**src/shared/ufc_cfg.svh**
```systemverilog
// Offsets, field positions, reset values and timing counts of the frame-format block
`ifndef UFC_CFG_SVH
`define UFC_CFG_SVH

// Register addresses in the special-function register space
`define UFC_ADDR_DATA 8'h99
`define UFC_ADDR_FORMAT 8'ha9
`define UFC_ADDR_CTRL 8'h9a
`define UFC_ADDR_STAT 8'h9b

// Frame format register fields
`define UFC_FMT_MCE 7
`define UFC_FMT_PT_HI 6
`define UFC_FMT_PT_LO 5
`define UFC_FMT_PE 4
`define UFC_FMT_DL_HI 3
`define UFC_FMT_DL_LO 2
`define UFC_FMT_XBE 1
`define UFC_FMT_SBL 0
`define UFC_FMT_RESET 8'h0c

// Control register fields
`define UFC_CTL_TBX 3
`define UFC_CTL_RBX 2
`define UFC_CTL_TDONE 1
`define UFC_CTL_RDONE 0

// Status register fields
`define UFC_STA_PERR 6
`define UFC_STA_TIDLE 5

// Half bit time in system clocks
`define UFC_HALF_DIV 434

`endif

```
**src/shared/ufc_pkg.sv**
```systemverilog
// Types shared by the frame-format block
package ufc_pkg;

	typedef enum logic [2:0] {
		UFC_IDLE = 3'b000,
		UFC_START = 3'b001,
		UFC_DATA = 3'b010,
		UFC_EXTRA = 3'b011,
		UFC_STOP = 3'b100,
		UFC_HOLD = 3'b101
	} ufc_state_t;

	typedef enum logic [1:0] {
		UFC_PAR_ODD = 2'b00,
		UFC_PAR_EVEN = 2'b01,
		UFC_PAR_MARK = 2'b10,
		UFC_PAR_SPACE = 2'b11
	} ufc_par_t;

	// One received word as it sits in the buffer
	typedef struct packed {
		logic perr;
		logic extra;
		logic [7:0] data;
	} ufc_rx_word_t;

endpackage

```
**src/ufc_fifo.sv**
```systemverilog
// Small valid/ready buffer on the receive path
`timescale 1ns/1ps
module ufc_fifo #(
	parameter int WIDTH = 10,
	parameter int DEPTH = 2
) (
	input wire logic clk_i, // System clock
	input wire logic reset_i, // Synchronous reset
	input wire logic in_valid_i, // Word offered
	output logic in_ready_i_o, // Room for a word
	input wire logic [WIDTH-1:0] in_data_i, // Offered word
	output logic out_valid_o, // Oldest word present
	input wire logic out_ready_i, // Oldest word taken
	output logic [WIDTH-1:0] out_data_o // Oldest word
);
	localparam int PW = (DEPTH > 1) ? $clog2(DEPTH) : 1;
	localparam int CW = $clog2(DEPTH + 1);
	localparam logic [PW-1:0] LAST = PW'(DEPTH - 1);
	localparam logic [CW-1:0] FULL = CW'(DEPTH);

	logic [WIDTH-1:0] mem_r [DEPTH];
	logic [PW-1:0] wp_r, wp_nxt, rp_r, rp_nxt;
	logic [CW-1:0] cnt_r, cnt_nxt;
	logic push, pop;

	assign in_ready_i_o = (cnt_r != FULL);
	assign out_valid_o = (cnt_r != '0);
	assign out_data_o = mem_r[rp_r];
	assign push = in_valid_i && in_ready_i_o;
	assign pop = out_valid_o && out_ready_i;

	always_comb begin
		wp_nxt = wp_r;
		rp_nxt = rp_r;
		cnt_nxt = cnt_r;
		if (push) begin
			wp_nxt = (wp_r == LAST) ? '0 : wp_r + 1'b1;
		end
		if (pop) begin
			rp_nxt = (rp_r == LAST) ? '0 : rp_r + 1'b1;
		end
		if (push && !pop) begin
			cnt_nxt = cnt_r + 1'b1;
		end else if (pop && !push) begin
			cnt_nxt = cnt_r - 1'b1;
		end
	end

	always_ff @(posedge clk_i) begin
		if (reset_i) begin
			wp_r <= '0;
			rp_r <= '0;
			cnt_r <= '0;
		end else begin
			wp_r <= wp_nxt;
			rp_r <= rp_nxt;
			cnt_r <= cnt_nxt;
		end
		if (push) begin
			mem_r[wp_r] <= in_data_i;
		end
	end
endmodule

```
**src/ufc_uart_format.sv**
```systemverilog
// Serial port frame-format control with transmit and receive framing
`timescale 1ns/1ps
`include "ufc_cfg.svh"
module ufc_uart_format
	import ufc_pkg::*;
#(
	parameter int HALF_DIV = `UFC_HALF_DIV,
	parameter int RX_DEPTH = 2
) (
	input wire logic clk_i, // System clock, 100 MHz
	input wire logic reset_i, // Synchronous reset, active high
	input wire logic [7:0] sfr_addr_i, // Register address
	input wire logic sfr_wr_i, // Register write strobe
	input wire logic sfr_rd_i, // Register read strobe
	input wire logic [7:0] sfr_wdata_i, // Write data
	output logic [7:0] sfr_rdata_o, // Read data, cycle after strobe
	input wire logic irq_en_i, // Port interrupt enable
	output logic irq_o, // Interrupt request
	output logic txd_o, // Serial line out
	input wire logic rxd_i // Serial line in
);
	localparam logic [15:0] DIV_LAST = 16'(HALF_DIV - 1);

	////////////////////////////////////////////////////////////////////////////
	logic [7:0] fmt_r, fmt_nxt;
	logic tbx_r, tbx_nxt, rbx_r, rbx_nxt;
	logic tdone_r, tdone_nxt, rdone_r, rdone_nxt;
	logic perr_r, perr_nxt;
	logic [7:0] rdata_r, rdata_nxt;
	logic irq_r, irq_nxt;
	logic wr_data, wr_fmt, wr_ctl, wr_sta, rd_data;
	logic pe, xbe, mce, sbl;
	ufc_par_t ptype;
	logic [2:0] last_bit;

	assign wr_data = sfr_wr_i && (sfr_addr_i == `UFC_ADDR_DATA);
	assign wr_fmt = sfr_wr_i && (sfr_addr_i == `UFC_ADDR_FORMAT);
	assign wr_ctl = sfr_wr_i && (sfr_addr_i == `UFC_ADDR_CTRL);
	assign wr_sta = sfr_wr_i && (sfr_addr_i == `UFC_ADDR_STAT);
	assign rd_data = sfr_rd_i && (sfr_addr_i == `UFC_ADDR_DATA);
	assign mce = fmt_r[`UFC_FMT_MCE];
	assign ptype = ufc_par_t'(fmt_r[`UFC_FMT_PT_HI:`UFC_FMT_PT_LO]);
	assign pe = fmt_r[`UFC_FMT_PE];
	assign xbe = fmt_r[`UFC_FMT_XBE];
	assign sbl = fmt_r[`UFC_FMT_SBL];
	assign last_bit = 3'd4 + {1'b0, fmt_r[`UFC_FMT_DL_HI:`UFC_FMT_DL_LO]};

	// Parity bit over the active data bits
	function automatic logic par_bit(input logic [7:0] d, input logic [2:0] lb,
			input ufc_par_t t);
		logic [7:0] m;
		logic x;
		m = 8'hff >> (3'd7 - lb);
		x = ^(d & m);
		case (t)
			UFC_PAR_ODD: par_bit = ~x;
			UFC_PAR_EVEN: par_bit = x;
			UFC_PAR_MARK: par_bit = 1'b1;
			UFC_PAR_SPACE: par_bit = 1'b0;
			default: par_bit = 1'b0;
		endcase
	endfunction

	////////////////////////////////////////////////////////////////////////////
	// Transmitter
	ufc_state_t tx_st_r, tx_st_nxt;
	logic [15:0] tx_div_r, tx_div_nxt;
	logic [1:0] tx_cnt_r, tx_cnt_nxt;
	logic [2:0] tx_bit_r, tx_bit_nxt;
	logic [7:0] tx_sh_r, tx_sh_nxt;
	logic tx_slot_r, tx_slot_nxt, txd_r, txd_nxt, tx_tick, tx_stop_enter;

	assign tx_tick = (tx_div_r == DIV_LAST);

	always_comb begin
		tx_st_nxt = tx_st_r;
		tx_div_nxt = (tx_st_r == UFC_IDLE || tx_tick) ? 16'h0000 : tx_div_r + 16'h0001;
		tx_cnt_nxt = tx_cnt_r;
		tx_bit_nxt = tx_bit_r;
		tx_sh_nxt = tx_sh_r;
		tx_slot_nxt = tx_slot_r;
		txd_nxt = txd_r;
		tx_stop_enter = 1'b0;
		case (tx_st_r)
			UFC_IDLE: begin
				txd_nxt = 1'b1;
				if (wr_data) begin
					tx_st_nxt = UFC_START;
					txd_nxt = 1'b0;
					tx_cnt_nxt = 2'd1;
					tx_sh_nxt = sfr_wdata_i;
					tx_slot_nxt = pe ? par_bit(sfr_wdata_i, last_bit, ptype) : tbx_r;
				end
			end
			UFC_START, UFC_DATA, UFC_EXTRA, UFC_STOP: begin
				if (tx_tick) begin
					tx_cnt_nxt = tx_cnt_r - 2'd1;
					if (tx_cnt_r == 2'd0) begin
						tx_cnt_nxt = 2'd1;
						case (tx_st_r)
							UFC_START: begin
								tx_st_nxt = UFC_DATA;
								tx_bit_nxt = 3'd0;
								txd_nxt = tx_sh_r[0];
							end
							UFC_DATA: begin
								tx_sh_nxt = tx_sh_r >> 1;
								tx_bit_nxt = tx_bit_r + 3'd1;
								txd_nxt = tx_sh_r[1];
								if (tx_bit_r == last_bit) begin
									// Slot only with parity or extra bit
									if (pe || xbe) begin
										tx_st_nxt = UFC_EXTRA;
										txd_nxt = tx_slot_r;
									end else begin
										tx_stop_enter = 1'b1;
									end
								end
							end
							UFC_EXTRA: tx_stop_enter = 1'b1;
							default: tx_st_nxt = UFC_IDLE;
						endcase
						if (tx_stop_enter) begin
							tx_st_nxt = UFC_STOP;
							txd_nxt = 1'b1;
							// Stop length in half bits minus one
							tx_cnt_nxt = !sbl ? 2'd1 : (last_bit == 3'd4) ? 2'd2 : 2'd3;
						end
					end
				end
			end
			default: tx_st_nxt = UFC_IDLE;
		endcase
	end

	always_ff @(posedge clk_i) begin
		if (reset_i) begin
			tx_st_r <= UFC_IDLE;
			tx_div_r <= 16'h0000;
			tx_cnt_r <= 2'd0;
			tx_bit_r <= 3'd0;
			tx_sh_r <= 8'h00;
			tx_slot_r <= 1'b0;
			txd_r <= 1'b1;
		end else begin
			tx_st_r <= tx_st_nxt;
			tx_div_r <= tx_div_nxt;
			tx_cnt_r <= tx_cnt_nxt;
			tx_bit_r <= tx_bit_nxt;
			tx_sh_r <= tx_sh_nxt;
			tx_slot_r <= tx_slot_nxt;
			txd_r <= txd_nxt;
		end
	end

	////////////////////////////////////////////////////////////////////////////
	// Receiver
	ufc_state_t rx_st_r, rx_st_nxt;
	logic [15:0] rx_div_r, rx_div_nxt;
	logic [1:0] rx_cnt_r, rx_cnt_nxt;
	logic [2:0] rx_bit_r, rx_bit_nxt;
	logic [7:0] rx_sh_r, rx_sh_nxt;
	logic rx_slot_r, rx_slot_nxt, rx_tick, rx_ok;
	ufc_rx_word_t rx_word_r, rx_word_nxt, head;
	logic push_valid, push_ready, pushed, head_valid, rx_stop_capture;

	assign rx_tick = (rx_div_r == DIV_LAST);
	assign pushed = push_valid && push_ready;
	// Stop high, extra high too when multiprocessor
	assign rx_ok = rxd_i && (!mce || (xbe && rx_slot_r));

	always_comb begin
		rx_st_nxt = rx_st_r;
		rx_div_nxt = (rx_st_r == UFC_IDLE || rx_tick) ? 16'h0000 : rx_div_r + 16'h0001;
		rx_cnt_nxt = rx_cnt_r;
		rx_bit_nxt = rx_bit_r;
		rx_sh_nxt = rx_sh_r;
		rx_slot_nxt = rx_slot_r;
		rx_word_nxt = rx_word_r;
		push_valid = 1'b0;
		rx_stop_capture = 1'b0;
		case (rx_st_r)
			UFC_IDLE: begin
				if (!rxd_i) begin
					rx_st_nxt = UFC_START;
					rx_cnt_nxt = 2'd0;
					rx_sh_nxt = 8'h00;
				end
			end
			UFC_START, UFC_DATA, UFC_EXTRA, UFC_STOP: begin
				if (rx_tick) begin
					rx_cnt_nxt = rx_cnt_r - 2'd1;
					if (rx_cnt_r == 2'd0) begin
						rx_cnt_nxt = 2'd1;
						case (rx_st_r)
							UFC_START: begin
								// Start not still low at mid-bit is a glitch
								rx_st_nxt = rxd_i ? UFC_IDLE : UFC_DATA;
								rx_bit_nxt = 3'd0;
							end
							UFC_DATA: begin
								rx_sh_nxt[rx_bit_r] = rxd_i;
								rx_bit_nxt = rx_bit_r + 3'd1;
								if (rx_bit_r == last_bit) begin
									rx_st_nxt = (pe || xbe) ? UFC_EXTRA : UFC_STOP;
									rx_slot_nxt = 1'b0;
								end
							end
							UFC_EXTRA: begin
								rx_slot_nxt = rxd_i;
								rx_st_nxt = UFC_STOP;
							end
							default: begin
								rx_stop_capture = 1'b1;
								rx_word_nxt.data = rx_sh_r;
								rx_word_nxt.extra = rx_slot_r;
								rx_word_nxt.perr = pe &&
									(rx_slot_r != par_bit(rx_sh_r, last_bit, ptype));
								rx_st_nxt = rx_ok ? UFC_HOLD : UFC_IDLE;
							end
						endcase
					end
				end
			end
			UFC_HOLD: begin
				// Receiver waits here while the buffer is full
				push_valid = 1'b1;
				if (push_ready) begin
					rx_st_nxt = UFC_IDLE;
				end
			end
			default: rx_st_nxt = UFC_IDLE;
		endcase
	end

	always_ff @(posedge clk_i) begin
		if (reset_i) begin
			rx_st_r <= UFC_IDLE;
			rx_div_r <= 16'h0000;
			rx_cnt_r <= 2'd0;
			rx_bit_r <= 3'd0;
			rx_sh_r <= 8'h00;
			rx_slot_r <= 1'b0;
			rx_word_r <= '0;
		end else begin
			rx_st_r <= rx_st_nxt;
			rx_div_r <= rx_div_nxt;
			rx_cnt_r <= rx_cnt_nxt;
			rx_bit_r <= rx_bit_nxt;
			rx_sh_r <= rx_sh_nxt;
			rx_slot_r <= rx_slot_nxt;
			rx_word_r <= rx_word_nxt;
		end
	end

	ufc_fifo #(
		.WIDTH($bits(ufc_rx_word_t)),
		.DEPTH(RX_DEPTH)
	) u_rx_fifo (
		.clk_i(clk_i),
		.reset_i(reset_i),
		.in_valid_i(push_valid),
		.in_ready_i_o(push_ready),
		.in_data_i(rx_word_r),
		.out_valid_o(head_valid),
		.out_ready_i(rd_data),
		.out_data_o(head)
	);

	////////////////////////////////////////////////////////////////////////////
	// Registers and flags
	always_comb begin
		fmt_nxt = wr_fmt ? sfr_wdata_i : fmt_r;
		tbx_nxt = wr_ctl ? sfr_wdata_i[`UFC_CTL_TBX] : tbx_r;
		// Extra bit when enabled and parity off, else first stop level
		rbx_nxt = rbx_r;
		if (rx_stop_capture) begin
			rbx_nxt = (xbe && !pe) ? rx_slot_r : rxd_i;
		end
		// Cleared only by software, hardware set wins
		tdone_nxt = wr_ctl ? sfr_wdata_i[`UFC_CTL_TDONE] : tdone_r;
		if (tx_stop_enter) begin
			tdone_nxt = 1'b1;
		end
		rdone_nxt = wr_ctl ? sfr_wdata_i[`UFC_CTL_RDONE] : rdone_r;
		// Held while any word is buffered
		if (pushed || head_valid) begin
			rdone_nxt = 1'b1;
		end
		perr_nxt = wr_sta ? sfr_wdata_i[`UFC_STA_PERR] : perr_r;
		// Oldest buffered word carries the error
		if (head_valid && head.perr) begin
			perr_nxt = 1'b1;
		end
		irq_nxt = irq_en_i && (tdone_r || rdone_r);
		rdata_nxt = 8'h00;
		if (sfr_rd_i) begin
			case (sfr_addr_i)
				`UFC_ADDR_DATA: rdata_nxt = head_valid ? head.data : 8'h00;
				`UFC_ADDR_FORMAT: rdata_nxt = fmt_r;
				`UFC_ADDR_CTRL: rdata_nxt = {4'h0, tbx_r, rbx_r, tdone_r, rdone_r};
				`UFC_ADDR_STAT: rdata_nxt = {1'b0, perr_r, tx_st_r == UFC_IDLE, 5'h00};
				default: rdata_nxt = 8'h00;
			endcase
		end
	end

	always_ff @(posedge clk_i) begin
		if (reset_i) begin
			fmt_r <= `UFC_FMT_RESET;
			tbx_r <= 1'b0;
			rbx_r <= 1'b0;
			tdone_r <= 1'b0;
			rdone_r <= 1'b0;
			perr_r <= 1'b0;
			irq_r <= 1'b0;
			rdata_r <= 8'h00;
		end else begin
			fmt_r <= fmt_nxt;
			tbx_r <= tbx_nxt;
			rbx_r <= rbx_nxt;
			tdone_r <= tdone_nxt;
			rdone_r <= rdone_nxt;
			perr_r <= perr_nxt;
			irq_r <= irq_nxt;
			rdata_r <= rdata_nxt;
		end
	end

	assign sfr_rdata_o = rdata_r;
	assign irq_o = irq_r;
	assign txd_o = txd_r;
endmodule

```
**config.mk**
```make
export PLATFORM = sky130hd
export DESIGN_NAME = ufc_uart_format
export DESIGN_NICKNAME = d
export VERILOG_FILES = /design/src/shared/ufc_pkg.sv /design/src/ufc_fifo.sv /design/src/ufc_uart_format.sv
export VERILOG_INCLUDE_DIRS = /design/src /design/src/shared
export SDC_FILE = /design/constraint.sdc
export NUM_CORES = 1
export LEC_CHECK = 0
export ABC_AREA = 0
export BUFFER_PORTS_ARGS = -buffer_cell sky130_fd_sc_hd__buf_2
export CAP_MARGIN = 5
export CORE_UTILIZATION = 35
export CTS_CLUSTER_DIAMETER = 50
export DETAILED_ROUTE_END_ITERATION = 8
export MAX_ROUTING_LAYER = met4
export PLACE_DENSITY = 0.53
export SLEW_MARGIN = 25
export SYNTH_ARGS = -nofsm -noshare
export SYNTH_HDL_FRONTEND = slang
export SYNTH_SLANG_ARGS = --single-unit
export TNS_END_PERCENT = 50
```
**constraint.sdc**
```tcl
create_clock -name clk_i -period 7.3 [get_ports clk_i]
set_input_delay 1.46 -clock clk_i [delete_from_list [all_inputs] [get_ports clk_i]]
set_output_delay 1.46 -clock clk_i [all_outputs]
set_load 0.1 [all_outputs]
```
# After elaboration in Yosys (flattened, before gate mapping)
# Memories as Yosys holds them, arrays and structs flattened. A register that Yosys moved wholly into a read port is not among the register bits.
# Index checks and enable logic that the tools add are counted.
dict set report word_totals {
  register_bits 103
  ramBits 20
  in_bits 22
  output_inout_bits 10
  elab_cells 240
  memories 1
}
# memory depth width rd rd_ports_with_merged_regs wr line
set mem_list {}
lappend mem_list {u_rx_fifo.mem_r 2 10 1 1 1 ufc_fifo.sv:21} ;# logic [WIDTH-1:0] mem_r [DEPTH];
dict set report classes {
  add_sub_neg 12
  magnitude_cmp 2
  n_eq_ne 38
  shift 1
  mux 92
  bitwise 6
  reduce_logical 61
}
# cell count
set op_table {}
lappend op_table {{8-bit 2-to-1 mux} 9}
lappend op_table {{1-bit 2-to-1 mux} 40}
lappend op_table {{3-bit 2-to-1 mux} 13}
lappend op_table {{16-bit by 1-bit adder with 16-bit output (second input constant)} 2}
lappend op_table {{16-bit by 9-bit equality test with 1-bit output (second input constant)} 2}
lappend op_table {{8-bit equality test (second input constant)} 4}
lappend op_table {{8-bit one-hot mux with 2 select lines} 2}
lappend op_table {{8-bit one-hot mux with 4 select lines} 1}
lappend op_table {{3-bit one-hot mux with 3 select lines} 3}
lappend op_table {{2-bit 2-to-1 mux} 11}
lappend op_table {{2-bit inequality test (second input constant)} 10}
lappend op_table {{5-bit AND reduction} 4}
lappend op_table {{2-bit nonzero test} 10}
lappend op_table {{3-bit one-hot mux with 2 select lines} 3}
lappend op_table {{8-bit bitwise AND} 2}
lappend op_table {{1-bit logical AND} 16}
lappend op_table {{4-bit AND reduction} 4}
lappend op_table {{8-bit XOR reduction} 2}
lappend op_table {{3-bit by 2-bit equality test with 1-bit output (second input constant)} 4}
lappend op_table {{3-bit equality test (second input constant)} 4}
lappend op_table {{4-bit inequality test (second input constant)} 3}
lappend op_table {{8-bit bitwise mux} 1}
lappend op_table {{1-bit one-hot mux with 2 select lines} 4}
lappend op_table {{1-bit one-hot mux with 4 select lines} 2}
lappend op_table {{29 further kinds} 56}

# Logic depth before layout (Yosys ltp)
dict set report logic_depth {
  word_depth 13
  depth_mapped 10
  depth_no_buf 9
}

# Cells and area by module
# From an unflattened synthesis, not the netlist that was laid out.
dict set report hier_totals {
  hier_cells 631
  area_unflattened_um2 5885.6
}
# mod n_inst cells_per_inst area_each_um2 seq_area_each_um2
set by_module_without_submodules {}
lappend by_module_without_submodules {ufc_uart_format 1 576 4944.7 1981.9}
lappend by_module_without_submodules {ufc_fifo 1 55 940.9 700.7}

# Worst setup path before layout
# No wires, ideal clock.
dict set report synth_timing {
  path_kind {input -> register}
  start {in sfr_addr_i[5]}
  end {reg u_rx_fifo.cnt_r[1]}
  setup_time_ns 0.070
  arrival_ns 3.406
  t_required_ns 7.230
  setup_slack_ns 3.823
  stages 8
  n_path_buf 1
  cell_sequence {nor4bb_1 nor3b_1 nor2b_1 clkbuf_1 nand2_1 ha_1 or3_1 a21oi_1}
}
dict set report synth_via {
  elab_chain_len 6
  word_cells_on_any_way 8
  cone_classes {1 x eq/ne; 1 x mux; 6 x reduce/logical}
}
# element line
set synth_lines {}
lappend synth_lines {{from (decl)} ufc_uart_format.sv:12} ;# input wire logic [7:0] sfr_addr_i,
lappend synth_lines {{8-bit equality test *} -}
lappend synth_lines {{1-bit logical AND *} ufc_uart_format.sv:40} ;# assign rd_data = sfr_rd_i && (sfr_addr_i == `UFC_ADDR_DATA);
lappend synth_lines {{1-bit logical AND *} ufc_fifo.sv:30} ;# assign pop = out_valid_o && out_ready_i;
lappend synth_lines {{1-bit logical NOT} ufc_fifo.sv:42} ;# if (push && !pop) begin
lappend synth_lines {{1-bit logical AND} ufc_fifo.sv:42}
lappend synth_lines {{2-bit 2-to-1 mux or 2-bit nonzero test (tied branches)} -}
lappend synth_lines {{to (signal assigned)} ufc_fifo.sv:57} ;# cnt_r <= cnt_nxt;
lappend synth_lines {{to (decl)} ufc_fifo.sv:23} ;# logic [CW-1:0] cnt_r, cnt_nxt;
# Every way passes the cells marked *; elsewhere a longest branch is shown, timed or not.
# A chain may end at the register's enable or synchronous reset.

# Worst setup path after layout
# Ends and elaborated chain as after synthesis.

==> run metrics <==
r2r worst-path depth 8; CTS clk-pin slew, worst paths 50 ps; Net Count, Synth between 600 and 700; Yosys top cell area share 0.3639; Fin Hold WS 459.7 ps; htree depth 4; die height 129.2 µm; critical path type in -> reg; number of vias per cell about 5.1; Avg Cell Area, Syn around 9 µm²; Worst setup EP type flop; reg2reg end tx_sh_r[4]; Hold/Removal Path Class reg -> reg; internal reg-to-reg setup slack 4650 ps; Detailed Routing Iterations Pass 1 5; cell leakage power 0.002287 µW; Worst Skew 7.736 ps; Slew Viols, Final 0; CTS tree done; Main synth FF type dfxtp_1; FP Rows 46; first-pass GRT wire length approximately 21000 µm; share of post-route cells with drive strength above 1 0.1203; DRT Wirelength 12700 µm; Core ar. 15830 µm²; Final #Nets 681; Worst Path Required 7640 ps; Synth Register Bits 121; area grow syn2layout 15.50%; Ant. Diodes 0; synth top area cells dfxtp_1, edfxtp_1, nor2_1; startpoint type of the worst setup path input pin; Syn Inst Count ~630; Initial Util 0.3580; Clock Sink Count 121; IO buf count 31; post-synthesis sequential area ratio 0.4593; Power Dens Cells between 200 and 300 nW/µm²; min cycle time layout roughly 3900 ps; leading area contributor after synthesis dfxtp_1; vias in the first global route 4241; Post-Syn Area roughly 5700 µm²; CP arrival 4190 ps; largest net degree at the start of global routing 50; WHS Path Cells 0; Worst-Margin Slew 908.2 ps; total negative slack 0 ps; final hold violation count 0; Routed wire per std cell 14.41 µm; Final Cycle Share 0.5274; # Post-CTS Setup Buffers 0; ANT nets after route 0; Post-Layout Cell Count 881; Warnings, synthesis 0; Initial DRC Count 284; Total GRT Usage 0.1692; Max clock buf depth 2; Clock Tree Root clkbuf_16; IO Pins 32; initial antenna violation count 0; Fmax 0.2597 GHz; Final Wtd Congestion roughly 0.8; worst flop-to-flop path startpoint tx_div_r[0]; async set-reset flop share out of synthesis 0; crit path to u_rx_fifo.cnt_r[1]; dpl hpwl 8665 µm; vias between 4000 and 5000; post-cts resize count 0; clock insertion delay at the later pin of the skew report 410 ps; Final Instance Area 6545 µm²; Final setup viols 0; placed inst area 5996 µm²; RSZ-0062 raised after global routing false; Netlist cell types 59; Die X 129.2 µm; Worst slew margin 0.3850; CTS Buf Count 17; Worst setup startpoint sfr_addr_i[5]; Worst Path Max Fanout 9; Post-synth EDFFs 18; DP Cell Count 849; status complete, no violations; Peak VDD IR 0.1619 mV; grt ovf 0; DRC violations left 0; post-cts hold buffer count 0; die area 16700 µm²; Max-Cap Viols 0
## critical path, stage by stage
cell and delay (ps):
buf_2 110, nor4bb_1 320, nor3b_1 670, nor2b_1 570
nand2_1 200, ha_1 350, or3_1 360, a21oi_1 150
## state kept, by name, indices dropped and copies added (netlist names), 2 cells and up, named ones only
signal	flops
u_rx_fifo.mem_r	18
rx_div_r	16
rx_st_r	3
tx_bit_r	3
tx_sh_r	8
fmt_r	8
tx_cnt_r	2
rx_cnt_r	2
tx_div_r	16
rx_sh_r	8
rx_bit_r	3
rx_word_r	9
sfr_rdata_o	8
u_rx_fifo.cnt_r	2
tx_st_r	3
## where the power goes
group / total (µW) / internal (µW) / switching (µW)
Sequential: 734 / 696 / 37.5
Clock: 770 / 481 / 289
Combinational: 151 / 60.3 / 90.8
Total: 1660 / 1240 / 417
## cell families after synthesis
logic type	count (synthesis)	share of synthesized area
buf+inv	37	0.02650
mux	38	0.06933
xor+xnor	48	0.07662
flops	121	0.4593
fa+ha+maj	7	0.01546
compound gates	109	0.1179
simple gates	269	0.2349
## area by class of cell
cell class,count,area [µm²]
fillers,1579,9283
multi-input cells,471,2925
flip-flops and latches,121,2603
clock buffers,23,467.9
inverters,7,26.28
clock inverters,9,75.07
well taps,216,270.3
repair buffers,34,177.7
## per-stage QoR
step | total power [µW] | worst slack (ps) | utilization
floorplan | 858.2 | 3823 | -
global placement | 894.0 | 3275 | 0.3788
detailed placement | 899.6 | 3088 | 0.3788
CTS | 1676 | 3478 | 0.4131
global route | 1730 | 3247 | 0.4135
finish | 1655 | 3450 | 0.4135
## worst min-delay path by stage
stage                            end         start  slack [ps]
2_1_floorplan  u_rx_fifo.mem_r[0][9]  rx_word_r[9]         420
3_3_place_gp   u_rx_fifo.mem_r[0][3]  rx_word_r[3]         450
3_5_place_dp   u_rx_fifo.mem_r[0][7]  rx_word_r[7]         450
4_1_cts        u_rx_fifo.mem_r[0][9]  rx_word_r[9]         460
5_1_grt        u_rx_fifo.mem_r[0][9]  rx_word_r[9]         470
6_report       u_rx_fifo.mem_r[1][1]  rx_word_r[1]         460
## synthesized netlist by cell type, types with 11 or more instances
cell type / count
dfxtp_1: 103
nor2_1: 97
nand2_1: 56
a21oi_1: 42
nand3_1: 33
mux2i_1: 28
xnor2_1: 26
clkbuf_1: 25
o21ai_0: 24
xor2_1: 21
edfxtp_1: 18
nor3_1: 11
## routing by layer
metal,vias to the layer above,GRT usage,wire (µm)
li1,2279,-,-
met1,2151,0.2111,5963
met2,84,0.2638,5986
met3,12,0.04872,593
met4,0,0.05190,153
met5,-,-,0
## cells in the final DEF, fill, tap and decap left out, types with 3 or more instances in the layout
cell type / instances
or3_1: 7
a211oi_1: 10
ha_1: 7
clkbuf_1: 4
a31oi_1: 4
nor3b_1: 8
nand2b_1: 6
and2_1: 4
nor4_1: 4
nor3_1: 10
o21ai_0: 24
nand4_1: 7
inv_1: 5
nand2_1: 56
buf_2: 31
o211a_1: 3
mux2i_1: 28
nor2b_1: 5
mux2_2: 10
edfxtp_1: 18
a21oi_1: 42
clkinv_2: 6
buf_4: 3
and3_1: 8
nor2_1: 97
xnor2_1: 26
nor4b_1: 3
dfxtp_1: 103
a22oi_1: 9
nand3_1: 33
xor2_1: 21
nand3b_1: 5
clkbuf_16: 17
No activity file was read; power rests on OpenSTA's default activity.
